<file path="src/design/rci_pkg.sv">
// Shared constants and types for the remote configuration escape interpreter
package rci_pkg;
   localparam logic [7:0]  CH_ESC        = 8'h1b;
   localparam logic [7:0]  CH_R          = 8'h52;
   localparam logic [7:0]  CH_ASCII_WR   = 8'h41;  // 'A'
   localparam logic [7:0]  CH_HEX_WR     = 8'h48;  // 'H'
   localparam logic [7:0]  CH_RESTART    = 8'h43;  // 'C'
   localparam logic [7:0]  CH_COMMIT     = 8'h50;  // 'P'
   localparam logic [7:0]  CH_READBACK   = 8'h54;  // 'T'
   localparam logic [7:0]  CH_STATUS_WR  = 8'h53;  // 'S'
   localparam logic [7:0]  CH_CURSOR     = 8'h22;  // '"'
   localparam logic [7:0]  CH_PAGE       = 8'h24;  // '$'
   localparam logic [7:0]  CH_SPACE      = 8'h20;
   localparam logic [7:0]  PARAM_BIAS    = 8'h20;  // 32 added to cursor and page values
   localparam logic [7:0]  STATUS_COL_OFS = 8'h10; // 16 positions kept for the indicator
   localparam logic [7:0]  STATUS_LEN    = 8'h38;  // 56 message positions
   localparam logic [2:0]  ADDR_DIGITS   = 3'h4;
   localparam logic [2:0]  CNT_DIGITS    = 3'h2;
   localparam logic [15:0] STATUS_BASE_DEF = 16'h0000;
   localparam int          CHARS_PER_LINE_DEF = 80;
   localparam int          MAX_ROW_DEF   = 95;
   localparam int          MAX_PAGES_DEF = 25;

   typedef enum logic [1:0] {
      CMD_ASCII, CMD_HEX, CMD_READ, CMD_STAT
   } rci_cmd_t;

   typedef enum logic [3:0] {
      ST_IDLE, ST_ESC, ST_ESC_R, ST_COL, ST_ROW, ST_PAGE, ST_ADDR, ST_CNT,
      ST_DATA, ST_CLEAR, ST_RB_REQ, ST_RB_WAIT, ST_RB_HI, ST_RB_LO, ST_COMMIT
   } rci_state_t;
endpackage

</file>
<file path="src/design/rci_hex_dec.sv">
// Hex character to nibble decoder
`timescale 1ns/10ps
module rci_hex_dec
   import rci_pkg::*;
(
   // Character in
   input  wire logic [7:0] hexChar,
   // Decoded value
   output logic      [3:0] nibble,
   output logic            isHex
);
   // Only digits and upper case A..F count as hex
   always_comb begin
      nibble = 4'h0;
      isHex  = 1'b0;
      if (hexChar >= 8'h30 && hexChar <= 8'h39) begin
         nibble = hexChar[3:0];
         isHex  = 1'b1;
      end else if (hexChar >= 8'h41 && hexChar <= 8'h46) begin
         nibble = 4'(hexChar[3:0] + 4'h9);
         isHex  = 1'b1;
      end
   end
endmodule

</file>
<file path="src/design/rci_hex_enc.sv">
// Nibble to hex character encoder
`timescale 1ns/10ps
module rci_hex_enc
   import rci_pkg::*;
(
   // Value in
   input  wire logic [3:0] nibble,
   // ASCII digit out
   output logic      [7:0] hexChar
);
   // Upper case letters, matching what the decoder accepts
   always_comb begin
      if (nibble < 4'ha) begin
         hexChar = {4'h3, nibble};
      end else begin
         hexChar = {4'h4, 4'(nibble - 4'h9)};
      end
   end
endmodule

</file>
<file path="src/design/rci_interp.sv">
// Escape sequence interpreter for remote configuration, memory and status line
// Notes on behaviour
// [RULE1] Escape character starts every command sequence
// [RULE2] Column sent as 32 plus n
// [RULE3] Row sent as 32 plus n, n up to 95
// [RULE4] Page sent as 32 plus n, n from 1
// [RULE5] ASCII write starts with four-digit hex address
// [RULE6] Two-digit hex byte count, up to 255
// [RULE7] ASCII write stores bit eight as zero
// [RULE8] Hex write count counts characters, not bytes
// [RULE9] Character pairs pack into bytes, 127 max
// [RULE10] Restart runs with new data, no commit
// [RULE11] Commit is accepted without prior restart
// [RULE12] Commit: off-line, store, back on-line local
// [RULE13] Readback takes address, count, enters transmit
// [RULE14] Readback sends each byte as two hex digits
// [RULE15] Status write fixed destination, 56 characters max
// [RULE16] Status message begins at column 17
// [RULE17] Unwritten status positions keep their contents
// [RULE18] Status write count zero clears message
// [RULE19] Hex digits 0-9, A-F; addresses increment
// [RULE20] After count consumed, resume normal handling
`timescale 1ns/10ps
module rci_interp
   import rci_pkg::*;
#(
   parameter int          CHARS_PER_LINE = CHARS_PER_LINE_DEF,
   parameter int          MAX_ROW        = MAX_ROW_DEF,
   parameter int          MAX_PAGES      = MAX_PAGES_DEF,
   parameter logic [15:0] STATUS_BASE    = STATUS_BASE_DEF
)(
   // Clock and reset
   input  wire logic        clock,
   input  wire logic        arst_n,
   // Received characters
   input  wire logic        rxValid,
   input  wire logic [7:0]  rxChar,
   output logic             rxReady,
   // Characters for normal handling
   output logic             passValid,
   output logic [7:0]       passChar,
   output logic             escFuncValid,
   output logic [7:0]       escFuncCode,
   // Cursor and page parameters
   output logic             cursorValid,
   output logic [6:0]       cursorCol,
   output logic [6:0]       cursorRow,
   output logic             pageValid,
   output logic [6:0]       pageSel,
   // Memory write port
   output logic             memWrEn,
   output logic [15:0]      memWrAddr,
   output logic [7:0]       memWrData,
   // Memory read port
   output logic             memRdReq,
   output logic [15:0]      memRdAddr,
   input  wire logic        memRdValid,
   input  wire logic [7:0]  memRdData,
   // Transmit characters
   output logic             txValid,
   output logic [7:0]       txChar,
   input  wire logic        txReady,
   output logic             xmitMode,
   // Configuration control
   output logic             restartReq,
   output logic             commitReq,
   input  wire logic        commitDone,
   output logic             offLine,
   output logic             localMode,
   input  wire logic        localKey
);
   initial begin
      if (CHARS_PER_LINE < 1 || CHARS_PER_LINE > 96 || MAX_ROW > 95 || MAX_ROW < 0
          || MAX_PAGES < 1 || MAX_PAGES > 95) begin
         $error("rci_interp: parameter out of range");
      end
   end

   rci_state_t  state_r, state_nxt;
   rci_cmd_t    cmd_r, cmd_nxt;
   logic [2:0]  dig_r, dig_nxt;
   logic [15:0] addr_r, addr_nxt;
   logic [7:0]  cnt_r, cnt_nxt;
   logic [7:0]  pos_r, pos_nxt;
   logic [3:0]  hiNib_r, hiNib_nxt;
   logic        half_r, half_nxt;
   logic [7:0]  rbByte_r, rbByte_nxt;
   logic [6:0]  col_r, col_nxt;
   logic        rxReady_r, rxReady_nxt;
   logic        passValid_r, passValid_nxt;
   logic [7:0]  passChar_r, passChar_nxt;
   logic        escValid_r, escValid_nxt;
   logic [7:0]  escCode_r, escCode_nxt;
   logic        curValid_r, curValid_nxt;
   logic [6:0]  curCol_r, curCol_nxt;
   logic [6:0]  curRow_r, curRow_nxt;
   logic        pgValid_r, pgValid_nxt;
   logic [6:0]  pgSel_r, pgSel_nxt;
   logic        wrEn_r, wrEn_nxt;
   logic [15:0] wrAddr_r, wrAddr_nxt;
   logic [7:0]  wrData_r, wrData_nxt;
   logic        rdReq_r, rdReq_nxt;
   logic        txValid_r, txValid_nxt;
   logic [7:0]  txChar_r, txChar_nxt;
   logic        restart_r, restart_nxt;
   logic        commit_r, commit_nxt;
   logic        offLine_r, offLine_nxt;
   logic        local_r, local_nxt;

   logic        take;
   logic [3:0]  rxNib;
   logic        rxIsHex;
   logic [3:0]  encIn;
   logic [7:0]  encChar;
   logic [7:0]  unbiased;

   rci_hex_dec uDec (
      .hexChar (rxChar),
      .nibble  (rxNib),
      .isHex   (rxIsHex)
   );

   // Encoder serves the high digit on read return, the low digit afterwards
   assign encIn = (state_r == ST_RB_WAIT) ? memRdData[7:4] : rbByte_r[3:0];

   rci_hex_enc uEnc (
      .nibble  (encIn),
      .hexChar (encChar)
   );

   assign take     = rxValid && rxReady_r;
   assign unbiased = 8'(rxChar - PARAM_BIAS);

   // Next-state and output computation
   always_comb begin
      state_nxt     = state_r;
      cmd_nxt       = cmd_r;
      dig_nxt       = dig_r;
      addr_nxt      = addr_r;
      cnt_nxt       = cnt_r;
      pos_nxt       = pos_r;
      hiNib_nxt     = hiNib_r;
      half_nxt      = half_r;
      rbByte_nxt    = rbByte_r;
      col_nxt       = col_r;
      passValid_nxt = 1'b0;
      passChar_nxt  = passChar_r;
      escValid_nxt  = 1'b0;
      escCode_nxt   = escCode_r;
      curValid_nxt  = 1'b0;
      curCol_nxt    = curCol_r;
      curRow_nxt    = curRow_r;
      pgValid_nxt   = 1'b0;
      pgSel_nxt     = pgSel_r;
      wrEn_nxt      = 1'b0;
      wrAddr_nxt    = wrAddr_r;
      wrData_nxt    = wrData_r;
      rdReq_nxt     = 1'b0;
      txValid_nxt   = txValid_r;
      txChar_nxt    = txChar_r;
      restart_nxt   = 1'b0;
      commit_nxt    = 1'b0;
      offLine_nxt   = offLine_r;
      local_nxt     = local_r;
      unique case (state_r)
         ST_IDLE: begin
            if (take) begin
               if (rxChar == CH_ESC) begin
                  state_nxt = ST_ESC; // RULE1
               end else begin
                  passValid_nxt = 1'b1;
                  passChar_nxt  = rxChar;
               end
            end else if (localKey) begin
               // Local key wipes the message area like a zero-count write
               pos_nxt   = 8'h00;
               state_nxt = ST_CLEAR; // RULE18
            end
         end
         ST_ESC: begin
            if (take) begin
               if (rxChar == CH_R) begin
                  state_nxt = ST_ESC_R;
               end else if (rxChar == CH_CURSOR) begin
                  state_nxt = ST_COL;
               end else if (rxChar == CH_PAGE) begin
                  state_nxt = ST_PAGE;
               end else begin
                  escValid_nxt = 1'b1;
                  escCode_nxt  = rxChar;
                  state_nxt    = ST_IDLE;
               end
            end
         end
         ST_COL: begin
            if (take) begin
               col_nxt   = (unbiased < 8'(CHARS_PER_LINE)) ? unbiased[6:0] : 7'h7f; // RULE2
               state_nxt = ST_ROW;
            end
         end
         ST_ROW: begin
            if (take) begin
               state_nxt = ST_IDLE;
               // Out-of-range positions are dropped rather than wrapped
               if (rxChar >= PARAM_BIAS && col_r < 7'(CHARS_PER_LINE)
                   && unbiased <= 8'(MAX_ROW)) begin // RULE3
                  curValid_nxt = 1'b1;
                  curCol_nxt   = col_r; // RULE2
                  curRow_nxt   = unbiased[6:0];
               end
            end
         end
         ST_PAGE: begin
            if (take) begin
               state_nxt = ST_IDLE;
               if (unbiased >= 8'h01 && unbiased <= 8'(MAX_PAGES)) begin // RULE4
                  pgValid_nxt = 1'b1;
                  pgSel_nxt   = unbiased[6:0];
               end
            end
         end
         ST_ESC_R: begin
            if (take) begin
               dig_nxt   = 3'h0;
               addr_nxt  = 16'h0000;
               cnt_nxt   = 8'h00;
               state_nxt = ST_ADDR;
               if (rxChar == CH_ASCII_WR) begin
                  cmd_nxt = CMD_ASCII; // RULE5
               end else if (rxChar == CH_HEX_WR) begin
                  cmd_nxt = CMD_HEX; // RULE8
               end else if (rxChar == CH_READBACK) begin
                  cmd_nxt = CMD_READ; // RULE13
               end else if (rxChar == CH_STATUS_WR) begin
                  cmd_nxt   = CMD_STAT; // RULE15
                  state_nxt = ST_CNT;
               end else if (rxChar == CH_RESTART) begin
                  restart_nxt = 1'b1; // RULE10
                  local_nxt   = 1'b0;
                  state_nxt   = ST_IDLE;
               end else if (rxChar == CH_COMMIT) begin
                  commit_nxt  = 1'b1; // RULE11
                  offLine_nxt = 1'b1; // RULE12
                  state_nxt   = ST_COMMIT;
               end else begin
                  state_nxt = ST_IDLE;
               end
            end
         end
         ST_ADDR: begin
            if (take) begin
               if (!rxIsHex) begin
                  state_nxt = ST_IDLE; // RULE19
               end else begin
                  addr_nxt = {addr_r[11:0], rxNib}; // RULE5
                  dig_nxt  = 3'(dig_r + 3'h1);
                  if (dig_r == 3'(ADDR_DIGITS - 3'h1)) begin
                     dig_nxt   = 3'h0;
                     state_nxt = ST_CNT;
                  end
               end
            end
         end
         ST_CNT: begin
            if (take) begin
               if (!rxIsHex) begin
                  state_nxt = ST_IDLE; // RULE19
               end else begin
                  cnt_nxt = {cnt_r[3:0], rxNib}; // RULE6
                  dig_nxt = 3'(dig_r + 3'h1);
                  pos_nxt  = 8'h00;
                  half_nxt = 1'b0;
                  if (dig_r == 3'(CNT_DIGITS - 3'h1)) begin
                     if (cmd_r == CMD_READ) begin
                        state_nxt = ({cnt_r[3:0], rxNib} == 8'h00) ? ST_IDLE : ST_RB_REQ;
                     end else if ({cnt_r[3:0], rxNib} != 8'h00) begin
                        state_nxt = ST_DATA;
                     end else if (cmd_r == CMD_STAT) begin
                        state_nxt = ST_CLEAR; // RULE18
                     end else begin
                        state_nxt = ST_IDLE; // RULE20
                     end
                  end
               end
            end
         end
         ST_DATA: begin
            if (take) begin
               cnt_nxt = 8'(cnt_r - 8'h01);
               pos_nxt = 8'(pos_r + 8'h01);
               if (cnt_r == 8'h01) begin
                  state_nxt = ST_IDLE; // RULE20
               end
               unique case (cmd_r)
                  CMD_ASCII: begin
                     wrEn_nxt   = 1'b1;
                     wrAddr_nxt = addr_r;
                     wrData_nxt = {1'b0, rxChar[6:0]}; // RULE7
                     addr_nxt   = 16'(addr_r + 16'h0001); // RULE19
                  end
                  CMD_STAT: begin
                     // Characters past the message area are consumed, not stored
                     if (pos_r < STATUS_LEN) begin // RULE15
                        wrEn_nxt   = 1'b1;
                        wrAddr_nxt = 16'(STATUS_BASE + {8'h00, STATUS_COL_OFS}
                                         + {8'h00, pos_r}); // RULE16
                        wrData_nxt = {1'b0, rxChar[6:0]};
                     end
                  end
                  default: begin
                     if (!rxIsHex) begin
                        state_nxt = ST_IDLE; // RULE19
                     end else if (!half_r) begin
                        hiNib_nxt = rxNib;
                        half_nxt  = 1'b1;
                     end else begin
                        wrEn_nxt   = 1'b1; // RULE9
                        wrAddr_nxt = addr_r;
                        wrData_nxt = {hiNib_r, rxNib};
                        addr_nxt   = 16'(addr_r + 16'h0001);
                        half_nxt   = 1'b0;
                     end
                  end
               endcase
            end
         end
         ST_CLEAR: begin
            wrEn_nxt   = 1'b1; // RULE18
            wrAddr_nxt = 16'(STATUS_BASE + {8'h00, STATUS_COL_OFS} + {8'h00, pos_r});
            wrData_nxt = CH_SPACE;
            pos_nxt    = 8'(pos_r + 8'h01);
            if (pos_r == 8'(STATUS_LEN - 8'h01)) begin
               state_nxt = ST_IDLE;
            end
         end
         ST_RB_REQ: begin
            rdReq_nxt = 1'b1; // RULE13
            state_nxt = ST_RB_WAIT;
         end
         ST_RB_WAIT: begin
            if (memRdValid) begin
               rbByte_nxt  = memRdData;
               txChar_nxt  = encChar; // RULE14
               txValid_nxt = 1'b1;
               state_nxt   = ST_RB_HI;
            end
         end
         ST_RB_HI: begin
            if (txReady) begin
               txChar_nxt = encChar; // RULE14
               state_nxt  = ST_RB_LO;
            end
         end
         ST_RB_LO: begin
            if (txReady) begin
               txValid_nxt = 1'b0;
               addr_nxt    = 16'(addr_r + 16'h0001);
               cnt_nxt     = 8'(cnt_r - 8'h01);
               state_nxt   = (cnt_r == 8'h01) ? ST_IDLE : ST_RB_REQ;
            end
         end
         ST_COMMIT: begin
            // Receiver stalls until the store finishes
            if (commitDone) begin
               offLine_nxt = 1'b0; // RULE12
               local_nxt   = 1'b1;
               state_nxt   = ST_IDLE;
            end
         end
      endcase
      rxReady_nxt = (state_nxt == ST_IDLE) || (state_nxt == ST_ESC) || (state_nxt == ST_ESC_R)
                    || (state_nxt == ST_COL) || (state_nxt == ST_ROW) || (state_nxt == ST_PAGE)
                    || (state_nxt == ST_ADDR) || (state_nxt == ST_CNT)
                    || (state_nxt == ST_DATA);
   end

   // State registers
   always_ff @(posedge clock or negedge arst_n) begin
      if (!arst_n) begin
         state_r     <= ST_IDLE;
         cmd_r       <= CMD_ASCII;
         dig_r       <= 3'h0;
         addr_r      <= 16'h0000;
         cnt_r       <= 8'h00;
         pos_r       <= 8'h00;
         hiNib_r     <= 4'h0;
         half_r      <= 1'b0;
         rbByte_r    <= 8'h00;
         col_r       <= 7'h00;
         rxReady_r   <= 1'b1;
         passValid_r <= 1'b0;
         passChar_r  <= 8'h00;
         escValid_r  <= 1'b0;
         escCode_r   <= 8'h00;
         curValid_r  <= 1'b0;
         curCol_r    <= 7'h00;
         curRow_r    <= 7'h00;
         pgValid_r   <= 1'b0;
         pgSel_r     <= 7'h00;
         wrEn_r      <= 1'b0;
         wrAddr_r    <= 16'h0000;
         wrData_r    <= 8'h00;
         rdReq_r     <= 1'b0;
         txValid_r   <= 1'b0;
         txChar_r    <= 8'h00;
         restart_r   <= 1'b0;
         commit_r    <= 1'b0;
         offLine_r   <= 1'b0;
         local_r     <= 1'b0;
      end else begin
         state_r     <= state_nxt;
         cmd_r       <= cmd_nxt;
         dig_r       <= dig_nxt;
         addr_r      <= addr_nxt;
         cnt_r       <= cnt_nxt;
         pos_r       <= pos_nxt;
         hiNib_r     <= hiNib_nxt;
         half_r      <= half_nxt;
         rbByte_r    <= rbByte_nxt;
         col_r       <= col_nxt;
         rxReady_r   <= rxReady_nxt;
         passValid_r <= passValid_nxt;
         passChar_r  <= passChar_nxt;
         escValid_r  <= escValid_nxt;
         escCode_r   <= escCode_nxt;
         curValid_r  <= curValid_nxt;
         curCol_r    <= curCol_nxt;
         curRow_r    <= curRow_nxt;
         pgValid_r   <= pgValid_nxt;
         pgSel_r     <= pgSel_nxt;
         wrEn_r      <= wrEn_nxt;
         wrAddr_r    <= wrAddr_nxt;
         wrData_r    <= wrData_nxt;
         rdReq_r     <= rdReq_nxt;
         txValid_r   <= txValid_nxt;
         txChar_r    <= txChar_nxt;
         restart_r   <= restart_nxt;
         commit_r    <= commit_nxt;
         offLine_r   <= offLine_nxt;
         local_r     <= local_nxt;
      end
   end

   // Outputs straight from flops
   assign rxReady      = rxReady_r;
   assign passValid    = passValid_r;
   assign passChar     = passChar_r;
   assign escFuncValid = escValid_r;
   assign escFuncCode  = escCode_r;
   assign cursorValid  = curValid_r;
   assign cursorCol    = curCol_r;
   assign cursorRow    = curRow_r;
   assign pageValid    = pgValid_r;
   assign pageSel      = pgSel_r;
   assign memWrEn      = wrEn_r;
   assign memWrAddr    = wrAddr_r;
   assign memWrData    = wrData_r;
   assign memRdReq     = rdReq_r;
   assign memRdAddr    = addr_r;
   assign txValid      = txValid_r;
   assign txChar       = txChar_r;
   assign xmitMode     = txValid_r;
   assign restartReq   = restart_r;
   assign commitReq    = commit_r;
   assign offLine      = offLine_r;
   assign localMode    = local_r;
endmodule

</file>
<file path="config.mk">
export PLATFORM = sky130hd
export DESIGN_NAME = rci_interp
export DESIGN_NICKNAME = d
export VERILOG_FILES = /design/src/design/rci_pkg.sv /design/src/design/rci_hex_dec.sv /design/src/design/rci_hex_enc.sv /design/src/design/rci_interp.sv
export SDC_FILE = /design/constraint.sdc
export NUM_CORES = 1
export LEC_CHECK = 0
export ABC_CLOCK_PERIOD_IN_PS = 4170
export BUFFER_PORTS_ARGS = -buffer_cell sky130_fd_sc_hd__buf_2
export CORE_ASPECT_RATIO = 1.75
export CORE_MARGIN = 4
export CORE_UTILIZATION = 60
export DETAILED_ROUTE_END_ITERATION = 16
export PLACE_DENSITY = 0.8
export SLEW_MARGIN = 20
export SYNTH_ARGS = -nofsm -noshare
export SYNTH_HDL_FRONTEND = slang
export SYNTH_SLANG_ARGS = --single-unit
</file>
<file path="constraint.sdc">
create_clock -name clock -period 4.17 [get_ports clock]
set_input_delay 0.2085 -clock clock [delete_from_list [all_inputs] [get_ports clock]]
set_output_delay 0.2085 -clock clock [all_outputs]
set_load 0.005 [all_outputs]
</file>
==> reports/results.ini <==
[outcome]
status = finished clean

[pwr]
p_int_uw = 3280
clock_power_share = 0.273
power.total_uw = 5490
pwr-share-seq = 0.362
p_per_area_nw_per_um2 = 633
netSwitchingFraction = 0.404
peakVddDrop_uv = 337
power_leakage_uw = 0.00415
comb_power_share = 0.365
power.switching_uw = 2220

[cells_and_area]
antenna_cells = 0
layout-drive-gt1-share = 0.199
syn2layout_area_growth_pct = 16.5
fillerInstances = 958
nets = 974

[global_route]
grt_pass1_vias = 6829
overflow = 0
grt_start_max_net_pins = 99
grt_pass1_wl_mm = 34.7
antenna_found_initial = 0
track_usage = 0.309

[timing]
setup_viol = 0
clock_skew_ns = 0.00821
max_freq_ghz = 0.344
maxSlewViolCount = 0
rsz0062_at_grt = no
timing.hold.ws_ns = 0.0226
slew_headroom = 0.302
setup_ws_ns = 1.26
period_minus_slack_ns = 2.91
finalHoldViolations = 0
tns_ns = 0
worstMarginPinSlew_ns = 1.04
finalCritPeriodShare = 0.697

[logic_synthesis]
synth-xor-area-share = 0.00941
async_flop_share = 1.00
synthMuxAreaShare = 0.0541
synth_top_family_by_area = simple AND/OR/NAND/NOR gates
synth_edf_count = 0
syn-num-nets = 875
ys.flop_type = dfrtp_1
synth_warnings = 0
synth.distinct_cells = 73
synth_fa_ha_area_frac = 0.0319
yosys.area_share.simple = 0.205
syn_area_per_cell_um2 = 8.94
netlist_instances = 833
synth_seq_cells = 136
synth-seq-area-share = 0.457
synth_compound_area_frac = 0.200
netlist_area_um2 = 7450

[placement]
io_buffers = 119
hpwl_mm = 15.8
gp_congestion = 0.943
pre_cts_ws_ns = 1.01

[clocking]
cts_num_sinks = 136
htreeDepth = 4
cts_tree = built
insertion_delay_ns = 0.42
clk_pin_slew_ns = 0.06
cts_setup_buffers = 0
numCtsBuffers = 17
clock_path_buffers = 2
root_buffer = clkbuf_16
ctsResizeCount = 0

[job]
cap_violations = 0

[floorplanning]
die_x_um = 92.2
coreArea_um2 = 12100
die_y_um = 155
ios = 121
start_util = 0.617
rows = 53
die-area_um2 = 14300

[detailed_routing]
routed_wl_mm = 21.7
viasPerCell = 6.21
drt_iter0_drc = 470
drc_errors = 0
ant_nets = 0
drtPass1Iterations = 5
num_vias = 6898
wl_per_cell_um = 19.6

[worst_setup_path]
startpoint_type = register
setup.worst_path.start = state_r[2]$_DFF_PN0_
required_ns = 4.53
arrival_ns = 3.26
rr_endpoint = cursorCol[5]$_DFFE_PN0P_
crit_fanout = 25
path_class = reg2reg
worstReg2RegStart = state_r[2]$_DFF_PN0_
reg2reg_depth = 6
r2r_slack_ns = 1.26
crit_path_end_kind = register

[hold_path]
min_from = memRdData[1]
hold_depth = 2
min_to = rbByte_r[1]$_DFFE_PN0P_
hold_path_class = in2reg

[power groups by stage]
stage | Clock (uW) | Sequential (uW) | Combinational, uW
after floorplan | 0 | 1890 | 1420
after global placement | 0 | 1980 | 1920
after detailed placement | 0 | 2000 | 1990
after CTS | 1520 | 1980 | 2000
after global routing | 1580 | 2030 | 2230
final | 1500 | 1990 | 2010
[cell usage in the layout (no fill, tap or decap), types with 8 or more instances in the layout]
master,Yosys,routed
nand2_1,126,126
mux2i_1,20,20
mux2_2,18,18
nor2b_1,12,12
nand2b_1,8,8
o21ai_1,19,19
nor4_1,8,8
nand3_1,23,23
a22oi_1,8,8
o21ai_0,91,91
a21oi_1,39,39
nor3_1,18,18
buf_2,7,118
nor2_1,71,71
ha_1,19,19
inv_1,22,22
and2_1,12,12
a31oi_1,10,10
and3_1,11,11
dfrtp_1,135,135
o31ai_1,13,13
clkbuf_16,0,17
[cells in the mapped netlist (4+ instances only)]
| cell type | count | share of area |
|---|---|---|
| o21ai_1 | 19 | 0.013 |
| buf_4 | 5 | 0.0050 |
| a22oi_1 | 8 | 0.0081 |
| nor2b_1 | 12 | 0.010 |
| o22a_1 | 7 | 0.0082 |
| a221oi_1 | 4 | 0.0047 |
| nand3_1 | 23 | 0.015 |
| buf_2 | 7 | 0.0047 |
| and2_1 | 12 | 0.010 |
| a32oi_1 | 5 | 0.0059 |
| a31oi_1 | 10 | 0.0084 |
| o31ai_1 | 13 | 0.013 |
| dfrtp_1 | 135 | 0.45 |
| nand4_1 | 7 | 0.0059 |
| and4_1 | 4 | 0.0047 |
| mux2i_1 | 20 | 0.027 |
| nor4b_1 | 5 | 0.0059 |
| nor2_1 | 71 | 0.036 |
| o21ai_0 | 91 | 0.061 |
| a21oi_1 | 39 | 0.026 |
| nand2_1 | 126 | 0.064 |
| clkbuf_1 | 29 | 0.015 |
| ha_1 | 19 | 0.032 |
| and3_1 | 11 | 0.0092 |
| mux2_2 | 18 | 0.027 |
| o21a_1 | 6 | 0.0060 |
| inv_1 | 22 | 0.011 |
| nor4_1 | 8 | 0.0067 |
| xnor2_1 | 5 | 0.0059 |
| o22ai_1 | 4 | 0.0034 |
| nand2b_1 | 8 | 0.0067 |
| a211oi_1 | 4 | 0.0040 |
| nor3_1 | 18 | 0.012 |
[timing repair]
item,CTS,global route
endpoints found under the setup margin,0,0
hold buffers,1,0
hold endpoints to repair,96,0
[metrics by stage]
| step | instance area, um2 | utilization | cells |
|---|---|---|---|
| after floorplan | 7450 | - | 833 |
| after global placement | 8080 | 0.669 | 1077 |
| after detailed placement | 8080 | 0.669 | 1077 |
| after CTS | 8680 | 0.719 | 1110 |
| after global routing | 8680 | 0.719 | 1110 |
| final | 8680 | 0.719 | 1110 |
[sequential cells by signal (all words and copies together) (netlist names), 6 cells and up]
register	flops
memRdAddr	16
memWrAddr	16
memWrData	8
cursorRow	7
cursorCol	7
escFuncCode	8
passChar	8
cnt_r	8
col_r	7
pos_r	8
pageSel	7
txChar	6
[worst max path at each step]
stage and endpoint:
6_report cursorCol[5]$_DFFE_PN0P_, 5_1_grt memRdAddr[10]$_DFFE_PN0P_, 4_1_cts cursorRow[6]$_DFFE_PN0P_, 3_5_place_dp memWrAddr[0]$_DFFE_PN0P_
3_3_place_gp memWrAddr[1]$_DFFE_PN0P_, 2_1_floorplan memWrData[0]$_DFFE_PN0P_
[per-layer routing]
layer	share of wire	track usage	up-vias
li1	-	-	3185
met1	0.36	0.333	3352
met2	0.54	0.574	298
met3	0.050	0.0464	63
met4	0.041	0.166	0
met5	0	0	-
[worst max-delay path: stages, from the launching register on]
cell	delay (ns)
dfrtp_1	0.85
inv_1	0.28
nor2_1	0.40
nand3_1	0.22
nor3_1	0.84
nand2_1	0.14
nand2_1	0.11
[area by class of cell]
type                       count  area (um2)  area share
multi-input combinational    627        3730       0.430
clock buffer                  18         439      0.0506
sequential                   136        3400       0.392
inverter                      24        90.1      0.0104
clock inverter                14         153      0.0176
timing repair buffer         126         657      0.0757
tap                          165         206      0.0238
[cell families (layout without fill, tap and decap cells)]
logic type                 Yosys count  after routing
AOI/OAI and AO/OA                  240            240
xor gates and xnor gates             8              8
adders and majority gates           19             19
buffers and inverters               70            182
DFF                                136            136
muxes                               38             38
other                                1              1
and+or+nand+nor                    321            321
No activity file was read; power rests on OpenSTA's default activity.
